`config.mk`:
```
export PLATFORM = sky130hd
export DESIGN_NAME = companion_interrupt_aggregator
export DESIGN_NICKNAME = d
export VERILOG_FILES = /design/src/shared/irq_agg_pkg.sv /design/src/hdl/companion_interrupt_aggregator.sv
export VERILOG_INCLUDE_DIRS = /design/src /design/src/shared
export SDC_FILE = /design/constraint.sdc
export NUM_CORES = 1
export LEC_CHECK = 0
export ABC_CLOCK_PERIOD_IN_PS = 2700
export CORE_ASPECT_RATIO = 0.6
export CORE_MARGIN = 3
export CORE_UTILIZATION = 50
export DETAILED_ROUTE_END_ITERATION = 8
export DONT_BUFFER_PORTS = 1
export PLACE_DENSITY = 0.73
export SYNTH_ARGS = -nofsm -noshare
export SYNTH_HDL_FRONTEND = slang
export SYNTH_SLANG_ARGS = --single-unit
```
`constraint.sdc`:
```
create_clock -name clk_i -period 2.7 [get_ports clk_i]
set_clock_uncertainty 0.1 [all_clocks]
set_input_delay 0.135 -clock clk_i [delete_from_list [all_inputs] [get_ports clk_i]]
set_output_delay 0.135 -clock clk_i [all_outputs]
set_load 0.05 [all_outputs]
```
`src/shared/irq_agg_cfg.svh`:
```
// Offsets, field positions, reset values and timing figures of the interrupt aggregator.
// Assumes a 200 MHz system clock and full 32-bit host byte addresses.
`ifndef IRQ_AGG_CFG_SVH
`define IRQ_AGG_CFG_SVH

`define CFG_ADDR_SUMMARY      32'h1080_8000
`define CFG_ADDR_MASTER_EN    32'h1080_8010
`define CFG_ADDR_EXT_RAW      32'h1080_8100
`define CFG_ADDR_EXT_MASKED   32'h1080_8104
`define CFG_ADDR_EXT_EN       32'h1080_8110
`define CFG_ADDR_CARD_RAW     32'h1080_8200
`define CFG_ADDR_CARD_MASKED  32'h1080_8204
`define CFG_ADDR_CARD_EN      32'h1080_8210
`define CFG_ADDR_CARD_CLKSEL  32'h1080_8220
`define CFG_ADDR_USB_EN       32'h1080_8310
`define CFG_ADDR_FLASH_EN     32'h1080_8410

`define CFG_EXT_N             6
`define CFG_CARD_N            4
`define CFG_SYNC_N            11
`define CFG_EXT_SEN_LSB       8
`define CFG_CARD_SEN_LSB      8
`define CFG_CARD_IO_MASK      4'h5

`define CFG_SUM_CARD          0
`define CFG_SUM_SLOT1         1
`define CFG_SUM_SLOT2         2
`define CFG_SUM_DISPLAY       3
`define CFG_SUM_USB           4
`define CFG_SUM_USB_WAKE      5
`define CFG_SUM_FLASH         6
`define CFG_SUM_EXT           7

`define CFG_USB_WAKE_EN_BIT   0
`define CFG_USB_MASTER_BIT    1

`define CFG_MASTER_EN_RST     1'b1
`define CFG_WORD_ZERO         32'h0000_0000

`define CFG_CLK_PERIOD_NS     5
`define CFG_SETTLE_NS         30000
`define CFG_SETTLE_CNT_W      13

`endif

```
`src/shared/irq_agg_pkg.sv`:
```
// Types shared by the interrupt aggregator.
// Assumes nothing beyond a SystemVerilog compiler.
package irq_agg_pkg;
    typedef logic [31:0] word_t;
    typedef enum logic [1:0] {
        DET_SYSCLK,
        DET_SETTLE,
        DET_RTC
    } card_detect_state_t;
endpackage : irq_agg_pkg

```
`src/hdl/companion_interrupt_aggregator.sv`:
```
// Interrupt aggregator: latches card and external requests and drives one host interrupt.
// Assumes the sub-controller requests share clk_i; card, external and RTC pins are asynchronous.
`timescale 1ns/1ps
`include "irq_agg_cfg.svh"

module companion_interrupt_aggregator #(
    parameter int unsigned SETTLE_CYCLES = (`CFG_SETTLE_NS + `CFG_CLK_PERIOD_NS - 1) / `CFG_CLK_PERIOD_NS
) (
    // Clock and reset
    input  wire logic                  clk_i,
    input  wire logic                  rst_b_i,
    // Register access
    input  wire irq_agg_pkg::word_t    reg_addr_i,
    input  wire logic                  reg_wr_i,
    input  wire logic                  reg_rd_i,
    input  wire irq_agg_pkg::word_t    reg_wdata_i,
    output irq_agg_pkg::word_t         reg_rdata_o,
    // Sub-controller requests on clk_i
    input  wire logic                  slot1_status_change_req_i,
    input  wire logic                  slot2_status_change_req_i,
    input  wire logic                  display_req_i,
    input  wire logic                  usb_host_req_i,
    input  wire logic                  usb_clock_resume_req_i,
    input  wire logic                  flash_card_req_i,
    // Asynchronous pins
    input  wire logic [3:0]            bus_device_req_i,
    input  wire logic [1:0]            spare_input_req_i,
    input  wire logic [3:0]            card_req_i,
    input  wire logic                  rtc_clk_i,
    // Host interrupt
    output logic                       host_irq_o
);
    import irq_agg_pkg::*;

    logic [`CFG_SYNC_N-1:0]       pin_meta_r;
    logic [`CFG_SYNC_N-1:0]       pin_sync_r;
    logic [`CFG_SYNC_N-1:0]       pin_raw;
    logic [`CFG_EXT_N-1:0]        ext_in;
    logic [`CFG_CARD_N-1:0]       card_in;
    logic                         rtc_prev_r;
    logic                         rtc_rise;
    logic [`CFG_EXT_N-1:0]        ext_raw_r;
    logic [`CFG_EXT_N-1:0]        ext_ien_r;
    logic [`CFG_EXT_N-1:0]        ext_sen_r;
    logic [`CFG_EXT_N-1:0]        ext_set;
    logic [`CFG_CARD_N-1:0]       card_raw_r;
    logic [`CFG_CARD_N-1:0]       card_ien_r;
    logic [`CFG_CARD_N-1:0]       card_sen_r;
    logic [`CFG_CARD_N-1:0]       card_set;
    logic                         card_detect_clock_sel_r;
    logic                         master_enable_bit_r;
    logic                         usb_resume_irq_enable_r;
    logic                         usb_master_irq_enable_r;
    logic                         flash_card_irq_enable_bit_r;
    card_detect_state_t           det_state_r;
    logic [`CFG_SETTLE_CNT_W-1:0] settle_cnt_r;
    logic                         io_strobe;
    logic [7:0]                   summary;
    logic                         card_io_ring_summary;
    logic                         external_combined_req;
    word_t                        rdata_r;
    logic                         irq_r;

    function automatic logic wr_hit(input word_t addr, input word_t offs, input logic wr);
        wr_hit = wr && (addr == offs);
    endfunction : wr_hit

    // Pins are asynchronous, so each passes two flops before any logic sees it.
    assign pin_raw = {rtc_clk_i, card_req_i, spare_input_req_i, bus_device_req_i};
    genvar g;
    generate
        for (g = 0; g < `CFG_SYNC_N; g++)
        begin : g_sync
            always_ff @(posedge clk_i or negedge rst_b_i)
            begin
                if (!rst_b_i)
                begin
                    pin_meta_r[g] <= 1'b0;
                    pin_sync_r[g] <= 1'b0;
                end
                else
                begin
                    pin_meta_r[g] <= pin_raw[g];
                    pin_sync_r[g] <= pin_meta_r[g];
                end
            end
        end
    endgenerate

    assign ext_in   = pin_sync_r[`CFG_EXT_N-1:0];
    assign card_in  = pin_sync_r[`CFG_EXT_N+`CFG_CARD_N-1:`CFG_EXT_N];
    assign rtc_rise = pin_sync_r[`CFG_SYNC_N-1] && !rtc_prev_r;

    always_ff @(posedge clk_i or negedge rst_b_i)
    begin
        if (!rst_b_i)
            rtc_prev_r <= 1'b0;
        else
            rtc_prev_r <= pin_sync_r[`CFG_SYNC_N-1];
    end

    // Card I/O detection clock; the settle wait drops I/O events rather than trust a cold RTC path.
    always_ff @(posedge clk_i or negedge rst_b_i)
    begin
        if (!rst_b_i)
        begin
            det_state_r  <= DET_SYSCLK;
            settle_cnt_r <= '0;
        end
        else
        begin
            case (det_state_r)
                DET_SYSCLK:
                begin
                    if (card_detect_clock_sel_r)
                    begin
                        det_state_r  <= DET_SETTLE;
                        settle_cnt_r <= `CFG_SETTLE_CNT_W'(SETTLE_CYCLES - 1);
                    end
                end
                DET_SETTLE:
                begin
                    if (!card_detect_clock_sel_r)
                        det_state_r <= DET_SYSCLK;
                    else if (settle_cnt_r == '0)
                        det_state_r <= DET_RTC;
                    else
                        settle_cnt_r <= settle_cnt_r - 1'b1;
                end
                DET_RTC:
                begin
                    if (!card_detect_clock_sel_r)
                        det_state_r <= DET_SYSCLK;
                end
                default:
                    det_state_r <= DET_SYSCLK;
            endcase
        end
    end

    always_comb
    begin
        case (det_state_r)
            DET_SYSCLK: io_strobe = 1'b1;
            DET_RTC:    io_strobe = rtc_rise;
            default:    io_strobe = 1'b0;
        endcase
    end

    assign ext_set  = ext_in & ext_sen_r;
    assign card_set = card_in & card_sen_r & (io_strobe ? 4'hf : ~`CFG_CARD_IO_MASK);

    // Latched status; a new request in the clearing cycle survives the clear.
    always_ff @(posedge clk_i or negedge rst_b_i)
    begin
        if (!rst_b_i)
        begin
            ext_raw_r  <= '0;
            card_raw_r <= '0;
        end
        else
        begin
            ext_raw_r <= (ext_raw_r & ~(wr_hit(reg_addr_i, `CFG_ADDR_EXT_RAW, reg_wr_i)
                          ? reg_wdata_i[`CFG_EXT_N-1:0] : '0)) | ext_set;
            card_raw_r <= (card_raw_r & ~(wr_hit(reg_addr_i, `CFG_ADDR_CARD_RAW, reg_wr_i)
                           ? reg_wdata_i[`CFG_CARD_N-1:0] : '0)) | card_set;
        end
    end

    // Software-written controls.
    always_ff @(posedge clk_i or negedge rst_b_i)
    begin
        if (!rst_b_i)
        begin
            master_enable_bit_r         <= `CFG_MASTER_EN_RST;
            ext_ien_r                   <= '0;
            ext_sen_r                   <= '0;
            card_ien_r                  <= '0;
            card_sen_r                  <= '0;
            card_detect_clock_sel_r     <= 1'b0;
            usb_resume_irq_enable_r     <= 1'b0;
            usb_master_irq_enable_r     <= 1'b0;
            flash_card_irq_enable_bit_r <= 1'b0;
        end
        else
        begin
            if (wr_hit(reg_addr_i, `CFG_ADDR_MASTER_EN, reg_wr_i))
                master_enable_bit_r <= reg_wdata_i[0];
            if (wr_hit(reg_addr_i, `CFG_ADDR_EXT_EN, reg_wr_i))
            begin
                ext_ien_r <= reg_wdata_i[`CFG_EXT_N-1:0];
                ext_sen_r <= reg_wdata_i[`CFG_EXT_SEN_LSB+`CFG_EXT_N-1:`CFG_EXT_SEN_LSB];
            end
            if (wr_hit(reg_addr_i, `CFG_ADDR_CARD_EN, reg_wr_i))
            begin
                card_ien_r <= reg_wdata_i[`CFG_CARD_N-1:0];
                card_sen_r <= reg_wdata_i[`CFG_CARD_SEN_LSB+`CFG_CARD_N-1:`CFG_CARD_SEN_LSB];
            end
            if (wr_hit(reg_addr_i, `CFG_ADDR_CARD_CLKSEL, reg_wr_i))
                card_detect_clock_sel_r <= reg_wdata_i[0];
            if (wr_hit(reg_addr_i, `CFG_ADDR_USB_EN, reg_wr_i))
            begin
                usb_resume_irq_enable_r <= reg_wdata_i[`CFG_USB_WAKE_EN_BIT];
                usb_master_irq_enable_r <= reg_wdata_i[`CFG_USB_MASTER_BIT];
            end
            if (wr_hit(reg_addr_i, `CFG_ADDR_FLASH_EN, reg_wr_i))
                flash_card_irq_enable_bit_r <= reg_wdata_i[0];
        end
    end

    assign card_io_ring_summary  = |(card_raw_r & card_ien_r);
    assign external_combined_req = |(ext_raw_r & ext_ien_r);

    always_comb
    begin
        summary                   = 8'h00;
        summary[`CFG_SUM_CARD]     = card_io_ring_summary;
        summary[`CFG_SUM_SLOT1]    = slot1_status_change_req_i;
        summary[`CFG_SUM_SLOT2]    = slot2_status_change_req_i;
        summary[`CFG_SUM_DISPLAY]  = display_req_i;
        summary[`CFG_SUM_USB]      = usb_host_req_i && usb_master_irq_enable_r;
        summary[`CFG_SUM_USB_WAKE] = usb_clock_resume_req_i && usb_master_irq_enable_r
                                     && usb_resume_irq_enable_r;
        summary[`CFG_SUM_FLASH]    = flash_card_req_i && flash_card_irq_enable_bit_r;
        summary[`CFG_SUM_EXT]      = external_combined_req;
    end

    // Reads have no side effects; an unmapped address reads as zero.
    always_ff @(posedge clk_i or negedge rst_b_i)
    begin
        if (!rst_b_i)
            rdata_r <= `CFG_WORD_ZERO;
        else if (reg_rd_i)
        begin
            case (reg_addr_i)
                `CFG_ADDR_SUMMARY:     rdata_r <= {24'h0, summary};
                `CFG_ADDR_MASTER_EN:   rdata_r <= {31'h0, master_enable_bit_r};
                `CFG_ADDR_EXT_RAW:     rdata_r <= {26'h0, ext_raw_r};
                `CFG_ADDR_EXT_MASKED:  rdata_r <= {26'h0, ext_raw_r & ext_ien_r};
                `CFG_ADDR_EXT_EN:      rdata_r <= {18'h0, ext_sen_r, 2'h0, ext_ien_r};
                `CFG_ADDR_CARD_RAW:    rdata_r <= {28'h0, card_raw_r};
                `CFG_ADDR_CARD_MASKED: rdata_r <= {28'h0, card_raw_r & card_ien_r};
                `CFG_ADDR_CARD_EN:     rdata_r <= {20'h0, card_sen_r, 4'h0, card_ien_r};
                `CFG_ADDR_CARD_CLKSEL: rdata_r <= {31'h0, card_detect_clock_sel_r};
                `CFG_ADDR_USB_EN:      rdata_r <= {30'h0, usb_master_irq_enable_r, usb_resume_irq_enable_r};
                `CFG_ADDR_FLASH_EN:    rdata_r <= {31'h0, flash_card_irq_enable_bit_r};
                default:               rdata_r <= `CFG_WORD_ZERO;
            endcase
        end
    end

    // Host software is expected to drop the master enable while handling, so that
    // re-enabling produces a fresh edge for anything still pending.
    always_ff @(posedge clk_i or negedge rst_b_i)
    begin
        if (!rst_b_i)
            irq_r <= 1'b0;
        else
            irq_r <= (|summary) && master_enable_bit_r;
    end

    assign reg_rdata_o = rdata_r;
    assign host_irq_o  = irq_r;
endmodule : companion_interrupt_aggregator

```
==> results of run 1 <==
area by class of cell:
cell class	count	area, µm²	share of cell area [%]
clock buffers	9	225	4.43
clock inverters	7	101	2.00
inverters	11	41.3	0.813
multi-input cells	273	1930	37.9
flip-flops and latches	88	2200	43.4
well taps	108	135	2.66
repair buffers	44	448	8.82
sequential cells by signal (all words and copies together) (netlist names), 4 cells and up:
signal	cells
ext_ien_r	6
ext_in	6
settle_cnt_r	13
ext_sen_r	6
card_in	4
card_ien_r	4
reg_rdata_o	14
card_sen_r	4
card_raw_r	4
pin_meta_r	11
ext_raw_r	6
cell usage in the layout, fill, tap and decap left out, types with 3 or more instances in the layout:
| cell | count |
|---|---|
| dfrtp_1 | 87 |
| dlygate4sd3_1 | 34 |
| nand3_1 | 23 |
| nand2_1 | 20 |
| o21ai_0 | 19 |
| nor2_1 | 19 |
| conb_1 | 18 |
| mux2_2 | 15 |
| a21oi_1 | 12 |
| inv_1 | 11 |
| nor4_1 | 10 |
| mux2_1 | 10 |
| nand4_1 | 10 |
| a22o_1 | 9 |
| clkbuf_16 | 9 |
| a22oi_1 | 8 |
| nor3_1 | 8 |
| buf_4 | 8 |
| nor4_2 | 6 |
| xnor2_1 | 6 |
| a32oi_1 | 6 |
| o2bb2ai_1 | 6 |
| a31oi_1 | 6 |
| nand2b_1 | 5 |
| and3_1 | 5 |
| nor2b_1 | 5 |
| xor2_1 | 4 |
| nor4_4 | 3 |
| a2111oi_0 | 3 |
| and3b_1 | 3 |
per-stage QoR:
step	hold WS, ns	cell area, µm²
2_1_floorplan	-0.261	4370
3_3_place_gp	-0.256	4390
3_5_place_dp	-0.256	4390
4_1_cts	0.00388	5080
5_1_grt	0.0289	5080
6_report	0.0318	5080
power by group through the flow:
stage | clock, µW | combinational [µW] | sequential, µW
6_report | 1370 | 184 | 1390
5_1_grt | 1450 | 199 | 1390
4_1_cts | 1390 | 184 | 1390
3_5_place_dp | 0 | 98.0 | 1420
3_3_place_gp | 0 | 97.0 | 1420
2_1_floorplan | 0 | 119 | 1410
how the worst max path moves through the flow:
| stage | endpoint | start | cells after the start | slack (ns) |
|---|---|---|---|---|
| floorplan | settle_cnt_r[12] | settle_cnt_r[5] | 5 | 0.59 |
| global placement | settle_cnt_r[12] | settle_cnt_r[5] | 5 | 0.49 |
| detailed placement | settle_cnt_r[12] | settle_cnt_r[4] | 5 | 0.48 |
| CTS | settle_cnt_r[12] | settle_cnt_r[4] | 5 | 0.45 |
| global route | settle_cnt_r[4] | settle_cnt_r[0] | 7 | 0.34 |
| finish | settle_cnt_r[12] | settle_cnt_r[4] | 5 | 0.44 |
metal layers:
metal,up-vias,track usage (%)
li1,1503,-
met1,1657,34.7
met2,189,33.3
met3,14,10.0
met4,0,4.71
met5,-,0
kinds of logic (layout without fill, tap and decap cells):
kind of cell | count (synthesis) | in the layout | share of synthesized area [%]
AOI/OAI and AO/OA | 84 | 84 | 13.6
buffers and inverters | 43 | 71 | 5.52
adders and majority gates | 3 | 3 | 0.814
and+or+nand+nor | 133 | 133 | 20.2
DFF | 88 | 88 | 51.2
muxes | 25 | 25 | 6.54
xor gates and xnor gates | 10 | 10 | 2.04
other | 1 | 18 | 0.0872
worst max-delay path: stages, from the launching register on:
cell,delay (ns)
dfrtp_1,0.41
or4_4,0.56
or4_4,0.49
nor4b_2,0.35
xnor2_1,0.15
nand2_1,0.07
what timing repair did:
item	4_1_cts	5_1_grt
gates resized for setup	0	0
hold buffers	35	0
endpoints found under the hold margin	149	0
==> summary.md, run 1 <==
| Metric | Value |
|---|---|
| Congestion Overflow GR | 0 |
| Routability cong. | 0.970 |
| Cell count after synthesis | 387 |
| First-pass GRT wire length | 18000 µm |
| RR Endpoint | settle_cnt_r[12] |
| Largest net degree at the start of global routing | 89 |
| H-tree depth | 3 |
| Total power | 2940 µW |
| Top Layer Used | met4 |
| Non-filler instance count after layout | 540 |
| Core Util, Final | 62.7% |
| Root buffer cell | clkbuf_16 |
| Post-synth EDFFs | 0 |
| Synth top cells by count | dfrtp_1, nand3_1, nand2_1 |
| Met2 WL | 4540 µm |
| Vias in the first global route | 3247 |
| Peak fanout along the critical path | 5 |
| Post-synthesis async set-or-reset flop share | 100% |
| Synthesized area per cell | 11.1 µm² |
| TritonRoute pass-1 iters | 5 |
| Die area | 9790 µm² |
| Unrepaired setup endpoints after global routing | false |
| Reg-to-Reg Start | settle_cnt_r[4] |
| Clk sinks | 88 |
| Leading area contributor after synthesis | dfrtp_1 |
| Final Hold Viols | 0 |
| CP arrival | 2.38 ns |
| P_sw | 719 µW |
| Worst-path clk slew | 0.07 ns |
| Seq cells post-synth | 88 |
| DIE WIDTH | 126 µm |
| Clock share of power | 46.4% |
| Hold Crit Class | input pin to register |
| Min Tclk post-route | 2.26 ns |
| Avg WL per Cell | 20.4 µm |
| Worst skew pair latency | 0.35 ns |
| Row Count | 25 |
| Die height | 77.9 µm |
| TritonCTS clock tree | done |
| DPL Wire Length | 7700 µm |
| Max capacitance violation total | 0 |
| Layout cells sized above 1 | 13.9% |
| M1 WL | 5110 µm |
| Hold_sp | reg_rd_i |
| Worst EP required | 2.82 ns |
| Total Wirelength | 11000 µm |
| Clock Path Buffers | 2 |
| Max VDD drop | 418 µV |
| Fmax | 0.443 GHz |
| Slew Limit Fails | 0 |
| Ys flop type | dfrtp_1 |
| Filler cells | 635 |
| Post-layout net count | 514 |
| Post-synth cell types | 59 |
| Layout area overhead | 18.1% |
| Endpoint type of the worst setup path | register |
| DR WL met3 | 1260 µm |
| Static Leak | 0.00220 µW |
| Via density | 6.23 |
| Critical Path Start Type | register |
| P per Cell Area | 579 nW/µm² |
| Port bufs | 0 |
| Worst setup margin | 0.441 ns |
| Ant. Diodes | 0 |
| Post-CTS setup buffers | 0 |
| Vias | 3363 |
| Setup violators final | 0 |
| Antenna viol nets, final | 0 |
| Reg2Reg Setup Slack | 0.44 ns |
| Combinational power share | 6.3% |
| Pre-CTS setup slack | 0.479 ns |
| Final Cycle Share | 83.7% |
| Rel. slew slack | 34.1% |
| Top-count cell post-synth | dfrtp_1 |
| Synthesis warning total | 0 |
| Setup CP Type | register to register |
| Slew @ Worst Pin | 0.985 ns |
| Min-Delay Endpoint | reg_rdata_o[1] |
| Top Ports | 118 |
| Hold Path Depth | 3 |
| Status | finished clean |
| FF-to-FF path depth | 5 |
| Sw Share | 24.4% |
| Share of the synthesized area in the top cell type | 50.6% |
| DRC Markers | 0 |
| Initial Utilization | 53.1% |
| Initial antenna violation count | 0 |
| Seq pwr share | 47.3% |
| Synth area leaders | dfrtp_1, mux2_2, buf_4 |
| DRT iter0 DRCs | 306 |
| Setup TNS | 0 ns |
| Mapped cell area | 4300 µm² |
| Core Footprint | 8100 µm² |
| Post-synthesis sequential area ratio | 51.2% |
| CTS buffer count | 9 |
| Internal | 2220 µW |
| Placed cells | 489 |
| Gr usage total | 23.8% |
Power figures use the tool's default switching activity.
==> run 2: changes to the inputs <==
--- a/config.mk
+++ b/config.mk
@@ -6,13 +6,14 @@
 export SDC_FILE = /design/constraint.sdc
 export NUM_CORES = 1
 export LEC_CHECK = 0
-export ABC_CLOCK_PERIOD_IN_PS = 2700
+export ABC_AREA = 1
+export ABC_CLOCK_PERIOD_IN_PS = 1900
 export CORE_ASPECT_RATIO = 0.6
 export CORE_MARGIN = 3
 export CORE_UTILIZATION = 50
 export DETAILED_ROUTE_END_ITERATION = 8
 export DONT_BUFFER_PORTS = 1
-export PLACE_DENSITY = 0.73
+export PLACE_DENSITY = 0.76
 export SYNTH_ARGS = -nofsm -noshare
 export SYNTH_HDL_FRONTEND = slang
 export SYNTH_SLANG_ARGS = --single-unit
==> constraint.sdc (replaced) <==
create_clock -name clk_i -period 1.9 [get_ports clk_i]
set_clock_uncertainty 0.1 [all_clocks]
set_input_delay 0.095 -clock clk_i [delete_from_list [all_inputs] [get_ports clk_i]]
set_output_delay 0.095 -clock clk_i [all_outputs]
set_load 0.05 [all_outputs]
==> summary.md, run 2 <==
| Metric | Value |
|---|---|
| FF-to-FF path depth | 9 (+4) |
| DIE WIDTH | 127 µm (+0.87%) |
| Setup violators final | 0 (unchanged) |
| P per Cell Area | 782 nW/µm² (+35%) |
| Routability cong. | 0.906 (-6.6%) |
| DPL Wire Length | 7490 µm (-2.7%) |
| Post-synth EDFFs | 0 (unchanged) |
| Cell count after synthesis | 533 (+38%) |
| Die height | 78.5 µm (+0.84%) |
| TritonCTS clock tree | done |
| Top-count cell post-synth | nand2_1 |
| Ys flop type | dfrtp_1 |
| CTS hold repair buffers | 30 (-14%) |
| Vias in the first global route | 3561 (+9.7%) |
| RR Endpoint | settle_cnt_r[4] |
| Layout cells sized above 1 | 11.6% (-2.3 points) |
| Root buffer cell | clkbuf_16 |
| Placed cells | 639 (+31%) |
| Via density | 5.31 (-15%) |
| Post-synthesis sequential area ratio | 50.3% (-0.92 points) |
| H-tree depth | 3 (unchanged) |
| Antenna viol nets, final | 0 (unchanged) |
| TritonRoute pass-1 iters | 5 (unchanged) |
| Fin area | 5100 µm² (+0.44%) |
| CTS buffer count | 9 (unchanged) |
| Worst skew pair latency | 0.34 ns (about the same) |
| Non-filler instance count after layout | 688 (+27%) |
| Seq cells post-synth | 88 (unchanged) |
| Synth top cells by count | nand2_1, dfrtp_1, inv_1 |
| Post-synthesis async set-or-reset flop share | 100% (unchanged) |
| Rel. slew slack | 57.9% (+24 points) |
| Initial Utilization | 53.5% (+0.35 points) |
| Die area | 9960 µm² (+1.7%) |
| CP arrival | 1.90 ns (-0.48 ns) |
| DRT iter0 DRCs | 334 (+9.2%) |
| Worst EP required | 2.02 ns (-0.80 ns) |
| Worst-path clk slew | 0.06 ns (about the same) |
| Setup CP Type | register to register |
| Max capacitance violation total | 0 (unchanged) |
| Port bufs | 0 (unchanged) |
| Congestion Overflow GR | 0 (unchanged) |
| Gr usage total | 22.1% (-1.8 points) |
| Slew @ Worst Pin | 0.627 ns (-0.358 ns) |
| Largest net degree at the start of global routing | 89 (unchanged) |
| Final Cycle Share | 93.6% (+10 points) |
| Leading area contributor after synthesis | dfrtp_1 |
| Min Tclk post-route | 1.78 ns (-0.480 ns) |
| Peak fanout along the critical path | 5 (unchanged) |
| Status | finished, violations left |
| Fmax | 0.562 GHz (+27%) |
| Hold Crit Class | input pin to asynchronous set/reset pin |
| Row Count | 25 (unchanged) |
| First-pass GRT wire length | 17200 µm (-4.7%) |
| Clk sinks | 88 (unchanged) |
| Endpoint type of the worst setup path | register |
| Commonest non-fill, non-tap cell in the layout | nand2_1 |
| Post-layout net count | 662 (+29%) |
| Reg-to-Reg Start | settle_cnt_r[4] |
| Reg2Reg Setup Slack | 0.12 ns (-0.32 ns) |
| Critical Path Start Type | register |
| Avg WL per Cell | 15.2 µm (-26%) |
| Post-synth cell types | 43 (-27%) |
| Top Ports | 118 (unchanged) |
| DRC Markers | 0 (unchanged) |
| Failing checks | negative hold slack |
| Final Hold Viols | 88 (+88) |
| Dpl cell area | 4440 µm² (+1.3%) |
| Core Footprint | 8200 µm² (+1.2%) |
| Initial antenna violation count | 0 (unchanged) |
| Core Util, Final | 62.3% (-0.44 points) |
| Static Leak | 0.00249 µW (+13%) |
| Ant. Diodes | 0 (unchanged) |
| Max VDD drop | 642 µV (+54%) |
| Clock Path Buffers | 2 (unchanged) |
| Worst hold slack | -0.659 ns (-0.691 ns) |
| Layout area overhead | 16.4% |
| Share of the synthesized area in the top cell type | 49.7% (-0.91 points) |
| Slew Limit Fails | 0 (unchanged) |
| Synthesized area per cell | 8.22 µm² (-26%) |
| Number of flip-flops in the largest register | 14 (unchanged) |
| Total power | 3990 µW (+36%) |
| Mapped cell area | 4380 µm² (+1.8%) |
| Setup TNS | 0 ns (unchanged) |
| Synth area leaders | dfrtp_1, nand2_1, nand3_1 |
| Synthesis warning total | 0 (unchanged) |
| Most frequent cells in the layout | nand2_1, dfrtp_1, inv_1, nor2_1, nand3_1 |
| Total Wirelength | 10400 µm (-5.4%) |
| Vias | 3655 (+8.7%) |
run 2: repair_timing:
item / CTS / global route
setup buffers: 0 / 3
endpoints found under the hold margin: 144 / 88
endpoints found under the setup margin: 0 / 8
resized for setup: 0 / 7
run 2: worst max-delay path by stage:
stage                       end  depth (start not counted)  slack, ns             from
3_5_place_dp   settle_cnt_r[10]                         10       0.04  settle_cnt_r[0]
3_3_place_gp   settle_cnt_r[10]                         10       0.12  settle_cnt_r[0]
5_1_grt         settle_cnt_r[4]                          9      -0.02  settle_cnt_r[4]
2_1_floorplan  settle_cnt_r[10]                         10       0.28  settle_cnt_r[0]
6_report        settle_cnt_r[4]                          9       0.12  settle_cnt_r[4]
4_1_cts        settle_cnt_r[10]                         10       0.04  settle_cnt_r[0]
run 2: routing by layer:
| metal | vias to the layer above | wire length, µm | GRT usage (%) |
|---|---|---|---|
| li1 | 1745 | - | - |
| met1 | 1709 | 4680 | 30.5 |
| met2 | 183 | 4560 | 31.8 |
| met3 | 18 | 1030 | 8.23 |
| met4 | 0 | 158 | 7.92 |
| met5 | - | 0 | 0 |
run 2: kinds of logic after synthesis:
| logic type | synth area share, % |
|---|---|
| XOR/XNOR | 0.400 |
| adder cells (fa/ha/maj) | 0.571 |
| AO/OA/AOI/OAI | 9.31 |
| flip-flops | 50.3 |
| multiplexers | 1.43 |
| other | 0.0856 |
| buffers and inverters | 10.4 |
| AND/OR/NAND/NOR | 27.5 |
run 2: critical path, cell delays in order, from the launching register on:
cell	delay [ns]
dfrtp_1	0.44
nor2_2	0.19
nand2_2	0.09
nor2_2	0.25
a21boi_4	0.12
inv_2	0.09
nor2_4	0.05
buf_6	0.11
o21ai_0	0.15
a21oi_1	0.06
run 2: power by group:
part           switching (µW)  total (µW)  leakage, µW  internal, µW
sequential               6.93        1910      0.00107          1900
clock                     731        1880     0.000156          1150
combinational             141         200      0.00126          58.2
total                     879        3990      0.00249          3110
run 2: area by class of cell:
class                      instances  area [µm²]
multi-input combinational        369        1800
clock buffer                       9         225
timing repair buffer              43         402
inverter                          64         241
sequential                        88        2200
tap                              108         135
clock inverter                     7        95.1
fill                             681        3090
run 2: per-stage QoR:
step,hold WS [ns],worst slack (ns)
2_1_floorplan,-0.301,0.283
3_3_place_gp,-0.299,0.120
3_5_place_dp,-0.298,0.0408
4_1_cts,-0.668,0.0392
5_1_grt,-0.677,-0.0154
6_report,-0.659,0.121
